`src/rtl/coh_pkg.sv`:
```
// Purpose: Shared constants for the comparator output handshake block
// Assumes: 32-bit AHB-Lite register bus, one word per register
// Notes: Result vectors are ordered {above, pass, under}
`default_nettype none
package coh_pkg;
	localparam logic [7:0] CTRL_OFS = 8'h00;
	localparam logic [7:0] STATUS_OFS = 8'h04;
	localparam logic [7:0] INT_STATUS_OFS = 8'h08;
	localparam logic [7:0] INT_ENABLE_OFS = 8'h0c;
	localparam logic [7:0] INT_CLEAR_OFS = 8'h10;

	localparam int CTRL_W = 4;
	localparam int CTRL_COMP_EN_BIT = 0;
	localparam int CTRL_MANUAL_BIT = 1;
	localparam int CTRL_RV_BIT = 2;
	localparam int CTRL_HOLD_BIT = 3;
	localparam logic [3:0] CTRL_RST = 4'h3;

	localparam int RES_W = 3;
	localparam int RES_ABOVE_BIT = 2;
	localparam int RES_PASS_BIT = 1;
	localparam int RES_UNDER_BIT = 0;
	localparam logic [2:0] RES_NONE = 3'h0;
	localparam logic [2:0] RES_RV_FAIL = 3'h6;

	localparam int ST_FAULT_BIT = 3;
	localparam int ST_EOC_BIT = 4;
	localparam int ST_VALID_BIT = 5;
	localparam int ST_SERVED_BIT = 6;

	localparam int INT_W = 3;
	localparam int INT_EOC_BIT = 0;
	localparam int INT_FAULT_BIT = 1;
	localparam int INT_REQ_BIT = 2;
	localparam logic [2:0] INT_RST = 3'h0;

	localparam logic [1:0] HTRANS_NONSEQ = 2'h2;
	localparam logic [2:0] HSIZE_WORD = 3'h2;

	typedef enum logic [1:0] {
		COH_IDLE = 2'b01,
		COH_BUSY = 2'b10
	} coh_meas_state_t;
endpackage
`default_nettype wire

```
`src/rtl/coh_sync_edge.sv`:
```
// Purpose: Two-flop synchroniser with rising-edge pulse
// Assumes: Input pulses are longer than two clock periods
// Notes: First flop feeds only the second flop
`timescale 1ns/1ps
`default_nettype none
module coh_sync_edge (
	input wire logic clk_sys_i,
	input wire logic sys_rst_i,
	input wire logic async_i,
	output logic level_o,
	output logic rise_o
);
	logic meta_reg;
	logic meta_next;
	logic stable_reg;
	logic stable_next;
	logic prev_reg;
	logic prev_next;

	always_comb begin
		meta_next = async_i;
		stable_next = meta_reg;
		prev_next = stable_reg;
	end

	always_ff @(posedge clk_sys_i) begin
		if (sys_rst_i) begin
			meta_reg <= 1'b0;
			stable_reg <= 1'b0;
			prev_reg <= 1'b0;
		end else begin
			meta_reg <= meta_next;
			stable_reg <= stable_next;
			prev_reg <= prev_next;
		end
	end

	// One event per asserted pulse, however long it stands
	assign rise_o = stable_reg & ~prev_reg;
	assign level_o = stable_reg;
endmodule
`default_nettype wire

```
`src/rtl/coh_top.sv`:
```
// Purpose: Comparator output handshake with fault flag, end-of-measure and AHB-Lite registers
// Assumes: Measurement engine reports begin/done pulses and a one-hot result {above,pass,under}
// Notes: Zero-wait AHB-Lite slave; read data registered in the address phase
//
// The AHB-Lite register port and the placing of the registers were chosen for this implementation.
`timescale 1ns/1ps
`default_nettype none
module coh_top (
	input wire logic clk_sys_i,
	input wire logic sys_rst_i,
	input wire logic hsel_i,
	input wire logic [31:0] haddr_i,
	input wire logic [1:0] htrans_i,
	input wire logic hwrite_i,
	input wire logic [2:0] hsize_i,
	input wire logic [31:0] hwdata_i,
	input wire logic hready_i,
	output logic [31:0] hrdata_o,
	output logic hreadyout_o,
	output logic hresp_o,
	input wire logic compare_out_request_i,
	input wire logic measure_fire_i,
	input wire logic print_request_i,
	input wire logic contact_ok_i,
	input wire logic analog_fault_i,
	input wire logic meas_begin_i,
	input wire logic meas_done_i,
	input wire logic [2:0] meas_result_i,
	output logic meas_start_o,
	output logic print_go_o,
	output logic above_limit_o,
	output logic pass_o,
	output logic under_limit_o,
	output logic meas_end_o,
	output logic fault_flag_o,
	output logic irq_o
);
	logic req_rise;
	logic fire_rise;
	logic print_rise;

	coh_sync_edge u_req_sync (
		.clk_sys_i(clk_sys_i),
		.sys_rst_i(sys_rst_i),
		.async_i(compare_out_request_i),
		.level_o(),
		.rise_o(req_rise)
	);
	coh_sync_edge u_fire_sync (
		.clk_sys_i(clk_sys_i),
		.sys_rst_i(sys_rst_i),
		.async_i(measure_fire_i),
		.level_o(),
		.rise_o(fire_rise)
	);
	coh_sync_edge u_print_sync (
		.clk_sys_i(clk_sys_i),
		.sys_rst_i(sys_rst_i),
		.async_i(print_request_i),
		.level_o(),
		.rise_o(print_rise)
	);

	function automatic logic [2:0] map_res(input logic [2:0] res, input logic rv);
		// Voltage-and-resistance fail lights above and pass together
		if (rv && (res[coh_pkg::RES_ABOVE_BIT] || res[coh_pkg::RES_UNDER_BIT]))
			return coh_pkg::RES_RV_FAIL;
		return res;
	endfunction

	// Bus and register group
	logic [3:0] ctrl_reg, ctrl_next;
	logic [2:0] int_en_reg, int_en_next;
	logic [2:0] int_stat_reg, int_stat_next;
	logic [31:0] rdata_reg, rdata_next;
	logic [7:0] waddr_reg, waddr_next;
	logic wr_pend_reg, wr_pend_next;
	logic [2:0] events;
	logic [31:0] status_word;

	// Measurement and output group
	coh_pkg::coh_meas_state_t state_reg, state_next;
	logic [2:0] last_res_reg, last_res_next;
	logic [2:0] shown_reg, shown_next;
	logic [2:0] out_reg, out_next;
	logic valid_reg, valid_next;
	logic served_reg, served_next;
	logic fault_reg, fault_next;
	logic eoc_reg, eoc_next;
	logic start_reg, start_next;
	logic print_reg, print_next;

	logic comp_en, manual, rv, hold;
	logic fault_now;
	logic addr_phase, req_ok, start_now;
	logic [2:0] res_now;
	logic valid_now;

	assign comp_en = ctrl_reg[coh_pkg::CTRL_COMP_EN_BIT];
	assign manual = ctrl_reg[coh_pkg::CTRL_MANUAL_BIT];
	assign rv = ctrl_reg[coh_pkg::CTRL_RV_BIT];
	assign hold = ctrl_reg[coh_pkg::CTRL_HOLD_BIT];
	assign addr_phase = hsel_i && hready_i && (htrans_i == coh_pkg::HTRANS_NONSEQ || htrans_i == 2'h3);

	always_comb begin
		status_word = 32'h0;
		status_word[2:0] = last_res_reg;
		status_word[coh_pkg::ST_FAULT_BIT] = fault_reg;
		status_word[coh_pkg::ST_EOC_BIT] = eoc_reg;
		status_word[coh_pkg::ST_VALID_BIT] = valid_reg;
		status_word[coh_pkg::ST_SERVED_BIT] = served_reg;
	end

	always_comb begin
		events = 3'h0;
		events[coh_pkg::INT_EOC_BIT] = meas_done_i;
		events[coh_pkg::INT_FAULT_BIT] = fault_now && !fault_reg;
		events[coh_pkg::INT_REQ_BIT] = req_ok;
		ctrl_next = ctrl_reg;
		int_en_next = int_en_reg;
		int_stat_next = int_stat_reg;
		rdata_next = 32'h0;
		waddr_next = waddr_reg;
		wr_pend_next = 1'b0;
		if (wr_pend_reg) begin
			case (waddr_reg)
				coh_pkg::CTRL_OFS: ctrl_next = hwdata_i[3:0];
				coh_pkg::INT_ENABLE_OFS: int_en_next = hwdata_i[2:0];
				coh_pkg::INT_CLEAR_OFS: int_stat_next = int_stat_reg & ~hwdata_i[2:0];
				default: ctrl_next = ctrl_reg;
			endcase
		end
		// Set wins over a clear landing in the same cycle
		int_stat_next = int_stat_next | events;
		if (addr_phase) begin
			waddr_next = (haddr_i[31:8] == 24'h0) ? haddr_i[7:0] : 8'hff;
			wr_pend_next = hwrite_i && (hsize_i == coh_pkg::HSIZE_WORD);
			if (!hwrite_i && haddr_i[31:8] == 24'h0) begin
				case (haddr_i[7:0])
					coh_pkg::CTRL_OFS: rdata_next = {28'h0, ctrl_reg};
					coh_pkg::STATUS_OFS: rdata_next = status_word;
					coh_pkg::INT_STATUS_OFS: rdata_next = {29'h0, int_stat_reg};
					coh_pkg::INT_ENABLE_OFS: rdata_next = {29'h0, int_en_reg};
					default: rdata_next = 32'h0;
				endcase
			end
		end
	end

	always_ff @(posedge clk_sys_i) begin
		if (sys_rst_i) begin
			ctrl_reg <= coh_pkg::CTRL_RST;
			int_en_reg <= coh_pkg::INT_RST;
			int_stat_reg <= coh_pkg::INT_RST;
			rdata_reg <= 32'h0;
			waddr_reg <= 8'h0;
			wr_pend_reg <= 1'b0;
		end else begin
			ctrl_reg <= ctrl_next;
			int_en_reg <= int_en_next;
			int_stat_reg <= int_stat_next;
			rdata_reg <= rdata_next;
			waddr_reg <= waddr_next;
			wr_pend_reg <= wr_pend_next;
		end
	end

	// Trigger only counts in hold mode; free run ignores it
	assign start_now = fire_rise && hold;
	// Requests are ignored unless the comparator waits for them
	assign fault_now = !contact_ok_i || analog_fault_i;
	assign req_ok = req_rise && comp_en && manual && !fault_now;
	// A result finishing this very cycle counts as completed
	assign res_now = meas_done_i ? meas_result_i : last_res_reg;
	assign valid_now = meas_done_i || valid_reg;

	always_comb begin
		state_next = state_reg;
		eoc_next = eoc_reg;
		case (state_reg)
			coh_pkg::COH_IDLE: begin
				if (start_now || meas_begin_i) begin
					state_next = coh_pkg::COH_BUSY;
					eoc_next = 1'b0;
				end
			end
			coh_pkg::COH_BUSY: begin
				if (meas_done_i)
					state_next = coh_pkg::COH_IDLE;
			end
			default: state_next = coh_pkg::COH_IDLE;
		endcase
		// End-of-measure rises on the edge that loads the new result into last_res_reg
		if (meas_done_i)
			eoc_next = 1'b1;
		last_res_next = res_now;
		valid_next = valid_now;
		// Fault covers lost contact and internal faults, hold or not
		fault_next = fault_now;
		shown_next = shown_reg;
		served_next = served_reg && manual && !fault_next;
		if (req_ok) begin
			shown_next = map_res(res_now, rv);
			served_next = 1'b1;
		end
		if (fault_next || !comp_en)
			out_next = coh_pkg::RES_NONE;
		else if (manual)
			out_next = served_next ? shown_next : coh_pkg::RES_NONE;
		else
			out_next = valid_now ? map_res(res_now, rv) : coh_pkg::RES_NONE;
		start_next = start_now;
		// Printing does not wait for a measurement in flight
		print_next = print_rise;
	end

	always_ff @(posedge clk_sys_i) begin
		if (sys_rst_i) begin
			state_reg <= coh_pkg::COH_IDLE;
			last_res_reg <= coh_pkg::RES_NONE;
			shown_reg <= coh_pkg::RES_NONE;
			out_reg <= coh_pkg::RES_NONE;
			valid_reg <= 1'b0;
			served_reg <= 1'b0;
			fault_reg <= 1'b0;
			eoc_reg <= 1'b0;
			start_reg <= 1'b0;
			print_reg <= 1'b0;
		end else begin
			state_reg <= state_next;
			last_res_reg <= last_res_next;
			shown_reg <= shown_next;
			out_reg <= out_next;
			valid_reg <= valid_next;
			served_reg <= served_next;
			fault_reg <= fault_next;
			eoc_reg <= eoc_next;
			start_reg <= start_next;
			print_reg <= print_next;
		end
	end

	assign hrdata_o = rdata_reg;
	assign hreadyout_o = 1'b1;
	assign hresp_o = 1'b0;
	assign above_limit_o = out_reg[coh_pkg::RES_ABOVE_BIT];
	assign pass_o = out_reg[coh_pkg::RES_PASS_BIT];
	assign under_limit_o = out_reg[coh_pkg::RES_UNDER_BIT];
	assign meas_end_o = eoc_reg;
	assign fault_flag_o = fault_reg;
	assign meas_start_o = start_reg;
	assign print_go_o = print_reg;
	assign irq_o = |(int_stat_reg & int_en_reg);
endmodule
`default_nettype wire

```
`config.mk`:
```
export PLATFORM = sky130hd
export DESIGN_NAME = coh_top
export DESIGN_NICKNAME = d
export VERILOG_FILES = /design/src/rtl/coh_pkg.sv /design/src/rtl/coh_sync_edge.sv /design/src/rtl/coh_top.sv
export SDC_FILE = /design/constraint.sdc
export NUM_CORES = 1
export LEC_CHECK = 0
export ABC_AREA = 1
export BUFFER_PORTS_ARGS = -buffer_cell sky130_fd_sc_hd__buf_2
export CAP_MARGIN = 20
export CORE_MARGIN = 2
export CORE_UTILIZATION = 41
export DETAILED_ROUTE_END_ITERATION = 16
export GPL_TIMING_DRIVEN = 1
export PLACE_DENSITY = 0.83
export REMOVE_ABC_BUFFERS = 1
export SLEW_MARGIN = 25
export SYNTH_ARGS = -nofsm -noshare
export SYNTH_HDL_FRONTEND = slang
export SYNTH_SLANG_ARGS = --single-unit
export TNS_END_PERCENT = 1
```
`constraint.sdc`:
```
create_clock -name clk_sys_i -period 1.1 [get_ports clk_sys_i]
set_input_delay 0.055 -clock clk_sys_i [delete_from_list [all_inputs] [get_ports clk_sys_i]]
set_output_delay 0.055 -clock clk_sys_i [all_outputs]
set_load 0.05 [all_outputs]
```
==> flow_results.xml <==
<?xml version="1.0" encoding="UTF-8"?>
<metrics>
  <group name="power">
    <metric name="static-leakage-power" unit="nW">1.50</metric>
    <metric name="irDropWorstVdd" unit="uV">487</metric>
    <metric name="power.internal" unit="mW">2.55</metric>
    <metric name="power.total" unit="mW">3.64</metric>
    <metric name="share_comb_of_total_power" unit="%">17.4</metric>
    <metric name="power_switching" unit="mW">1.08</metric>
    <metric name="p_clk_share" unit="%">28.3</metric>
    <metric name="pwr-share-seq" unit="%">54.3</metric>
    <metric name="cellPowerDensity" unit="nW/um^2">1200</metric>
    <metric name="proportion_of_total_power_due_to_net_switching" unit="%">29.8</metric>
  </group>
  <group name="sta">
    <metric name="final.period_utilization" unit="%">105</metric>
    <metric name="worst_clock_skew_on_the_final_layout" unit="ns">0.00299</metric>
    <metric name="hold_violations" unit="">1</metric>
    <metric name="setup_viol" unit="">9</metric>
    <metric name="hold_ws" unit="ns">-0.00228</metric>
    <metric name="rsz0062_at_grt" unit="">true</metric>
    <metric name="max_freq" unit="MHz">869</metric>
    <metric name="max_slew_violation_count" unit="">0</metric>
    <metric name="finalCriticalPeriod" unit="ns">1.15</metric>
    <metric name="postLayoutSetupSlackWorst" unit="ns">-0.0501</metric>
  </group>
  <group name="drt">
    <metric name="drt_iter0_drc" unit="">109</metric>
    <metric name="antenna_left" unit="">0</metric>
    <metric name="vias" unit="">2213</metric>
    <metric name="wl_per_cell" unit="microns">11.0</metric>
    <metric name="route.final.wire_length" unit="mm">5.30</metric>
    <metric name="detail_route.first_pass.iterations" unit="">4</metric>
    <metric name="route.detailed.drc" unit="">0</metric>
    <metric name="vias_per_cell" unit="">4.59</metric>
  </group>
  <group name="clock_tree">
    <metric name="clock-root-buffer" unit="">sky130_fd_sc_hd__clkbuf_8</metric>
    <metric name="cts-buffers-inserted" unit="">5</metric>
    <metric name="worst_setup_hold_path_clk_slew" unit="ns">0.08</metric>
    <metric name="cts_tree" unit="">done</metric>
    <metric name="cts_num_sinks" unit="">52</metric>
    <metric name="ctsHtreeMaxLevel" unit="">2</metric>
    <metric name="clk_path_buf_depth" unit="">2</metric>
    <metric name="clock_latency" unit="ns">0.31</metric>
  </group>
  <group name="die">
    <metric name="start_util" unit="%">42.4</metric>
    <metric name="io_pins" unit="">126</metric>
    <metric name="die_width" unit="microns">82.0</metric>
    <metric name="floorplan.core_area" unit="sq um">5890</metric>
    <metric name="core.rowCount" unit="">28</metric>
    <metric name="dieArea" unit="sq um">6720</metric>
    <metric name="die_h" unit="microns">82.0</metric>
  </group>
  <group name="yosys">
    <metric name="synth.lib_cells_used.distinct" unit="">30</metric>
    <metric name="synthesis.area" unit="sq um">2490</metric>
    <metric name="synth_top_flop_cell" unit="">sky130_fd_sc_hd__dfxtp_1</metric>
    <metric name="count_of_mapped_cells_out_of_synthesis" unit="">326</metric>
    <metric name="number_of_register_bits_inferred_by_synthesis" unit="">52</metric>
    <metric name="asyncSetResetFlopFracSynth" unit="%">0</metric>
    <metric name="synth_sequential_area_ratio" unit="%">41.7</metric>
    <metric name="synth.yosys.warnings" unit="">0</metric>
    <metric name="synth_edf_count" unit="">0</metric>
    <metric name="postSynthAreaPerCell" unit="sq um">7.65</metric>
  </group>
  <group name="placed_design">
    <metric name="portBuffers" unit="">69</metric>
    <metric name="worst_slack_at_placement" unit="ns">-0.0454</metric>
    <metric name="gp_routability_congestion" unit="">0.825</metric>
    <metric name="detailedPlacementHpwl" unit="mm">4.15</metric>
  </group>
  <group name="global_routing">
    <metric name="antenna_found_initial" unit="">0</metric>
    <metric name="track_usage" unit="%">16.6</metric>
    <metric name="grt_use_met2" unit="%">27.5</metric>
    <metric name="globalRouteMet1Util" unit="%">19.9</metric>
    <metric name="grt_util_met3" unit="%">3.74</metric>
    <metric name="grt.busiest_layer" unit="">met2</metric>
    <metric name="global_route_wire_length_before_repair" unit="mm">8.54</metric>
    <metric name="grt_start_max_net_pins" unit="">21</metric>
    <metric name="grt_pass1_vias" unit="">2008</metric>
    <metric name="gr-total-overflow" unit="">0</metric>
  </group>
  <group name="setup_path">
    <metric name="cp-end-kind" unit="">register</metric>
    <metric name="cp_arrival" unit="ns">1.35</metric>
    <metric name="critPathRequiredTime" unit="ns">1.30</metric>
    <metric name="worst-setup-path-type" unit="">reg -&gt; reg</metric>
    <metric name="depth_of_the_most_critical_reg_to_reg_path" unit="">5</metric>
    <metric name="startpoint_type" unit="">register</metric>
    <metric name="worstPathMaxFanout" unit="">4</metric>
  </group>
  <group name="run">
    <metric name="maxCapViolCount" unit="">0</metric>
  </group>
  <group name="min_path">
    <metric name="hold_path.class" unit="">in -&gt; reg</metric>
    <metric name="worstHoldPathCells" unit="">4</metric>
  </group>
  <group name="finish">
    <metric name="layout.core_utilization" unit="%">51.4</metric>
    <metric name="n_fill_cell" unit="">567</metric>
    <metric name="drive_gt1_share" unit="%">34.4</metric>
    <metric name="final-seq-area" unit="sq um">1050</metric>
    <metric name="num-nets-final" unit="">491</metric>
    <metric name="largest_register_ff_count" unit="">8</metric>
    <metric name="antennaDiodeCount" unit="">0</metric>
    <metric name="multi_input_comb_area" unit="sq um">1200</metric>
    <metric name="areaGrowthSynthToFinish" unit="%">21.3</metric>
  </group>
  <group name="run_status">
    <metric name="violations" unit="">hold timing, setup timing</metric>
    <metric name="run_status" unit="">finished, violations left</metric>
  </group>
</metrics>
[power by group through the flow]
stage          clock (mW)  sequential, mW  combinational [mW]
3_5_place_dp            0            2.01               0.609
6_report             1.03            1.97               0.634
2_1_floorplan           0            2.03               0.403
4_1_cts              1.06            1.97               0.623
3_3_place_gp            0            2.01               0.596
5_1_grt              1.11            1.98               0.696
[critical path, stage by stage (launching register included)]
cell and delay [ns]:
sky130_fd_sc_hd__dfxtp_1 0.32, sky130_fd_sc_hd__or2_4 0.27, sky130_fd_sc_hd__nor2_4 0.16, sky130_fd_sc_hd__nand2_2 0.08, sky130_fd_sc_hd__o21ai_1 0.14, sky130_fd_sc_hd__a21oi_1 0.07
[area by class of cell]
type	count	area share [%]
inverters	42	5.29
clock inverters	1	0.165
flip-flops and latches	52	34.7
repair buffers	81	14.8
clock buffers	6	2.40
multi-input cells	225	39.5
well taps	75	3.10
[cells in the mapped netlist (3+ instances only)]
library cell,count,area [sq um]
sky130_fd_sc_hd__buf_2,4,20.0
sky130_fd_sc_hd__nand2_2,9,56.3
sky130_fd_sc_hd__nor2_1,56,210
sky130_fd_sc_hd__a21oi_1,13,65.1
sky130_fd_sc_hd__inv_2,8,30.0
sky130_fd_sc_hd__nand2_1,45,169
sky130_fd_sc_hd__nand4_1,5,31.3
sky130_fd_sc_hd__dfxtp_1,52,1040
sky130_fd_sc_hd__o21ai_1,11,55.1
sky130_fd_sc_hd__buf_4,28,210
sky130_fd_sc_hd__inv_1,33,124
sky130_fd_sc_hd__nand2_4,5,56.3
sky130_fd_sc_hd__nand3_1,19,95.1
sky130_fd_sc_hd__nor3_2,3,30.0
sky130_fd_sc_hd__o21ai_0,8,40.0
sky130_fd_sc_hd__a31oi_1,6,37.5
[through the flow]
step	setup TNS, ns	cells	hold slack (ns)	instance area [sq um]
after detailed placement	-0.251	471	0.261	2860
after global placement	-0.0207	471	0.256	2860
after global routing	-1.33	482	0.0244	3030
after CTS	-0.196	482	0.000459	2990
final	-0.313	482	-0.00228	3030
after floorplan	0	319	0.124	2360
[path summary, 6_finish.rpt]
path | to | from | slack (ns)
worst max-delay path | int_stat_reg[0] | waddr_reg[0] | -0.05
worst min-delay path | wr_pend_reg | hsize_i[2] | -0.002
worst max register to register | int_stat_reg[0] | waddr_reg[0] | -0.05
worst min register to register | print_go_o | u_print_sync.prev_reg | 0.39
[placed cells by master (no fill, tap or decap), types with 5 or more instances in the layout]
cell | netlist | final
sky130_fd_sc_hd__a21oi_1 | 13 | 13
sky130_fd_sc_hd__a31oi_1 | 6 | 6
sky130_fd_sc_hd__buf_2 | 4 | 68
sky130_fd_sc_hd__buf_4 | 28 | 9
sky130_fd_sc_hd__clkbuf_8 | 0 | 5
sky130_fd_sc_hd__conb_1 | 2 | 27
sky130_fd_sc_hd__dfxtp_1 | 52 | 46
sky130_fd_sc_hd__dfxtp_2 | 0 | 6
sky130_fd_sc_hd__inv_1 | 33 | 32
sky130_fd_sc_hd__inv_2 | 8 | 9
sky130_fd_sc_hd__nand2_1 | 45 | 42
sky130_fd_sc_hd__nand2_2 | 9 | 11
sky130_fd_sc_hd__nand2_4 | 5 | 6
sky130_fd_sc_hd__nand3_1 | 19 | 17
sky130_fd_sc_hd__nand4_1 | 5 | 5
sky130_fd_sc_hd__nor2_1 | 56 | 53
sky130_fd_sc_hd__o21ai_0 | 8 | 8
sky130_fd_sc_hd__o21ai_1 | 11 | 10
[metal layers]
metal	part of all wire (%)	vias up
li1	-	1138
met1	43	991
met2	47	75
met3	7.0	9
met4	2.0	0
met5	0	-
[timing repair]
item | in CTS | in global routing
setup endpoints to repair | 13 | 17
gates resized for setup | 6 | 14
setup buffers | 1 | 0
hold buffers | 3 | 0
pin swaps | 1 | 1
hold endpoints to repair | 3 | 0
[cells by family (layout without fill, tap and decap cells)]
family	count (synthesis)	after routing	share of synthesized area (%)
DFF	52	52	41.7
buffers and inverters	74	130	15.6
and+or+nand+nor	157	157	33.4
other	2	27	0.301
AOI/OAI and AO/OA	41	41	8.88
(Power assumes the default switching activity.)
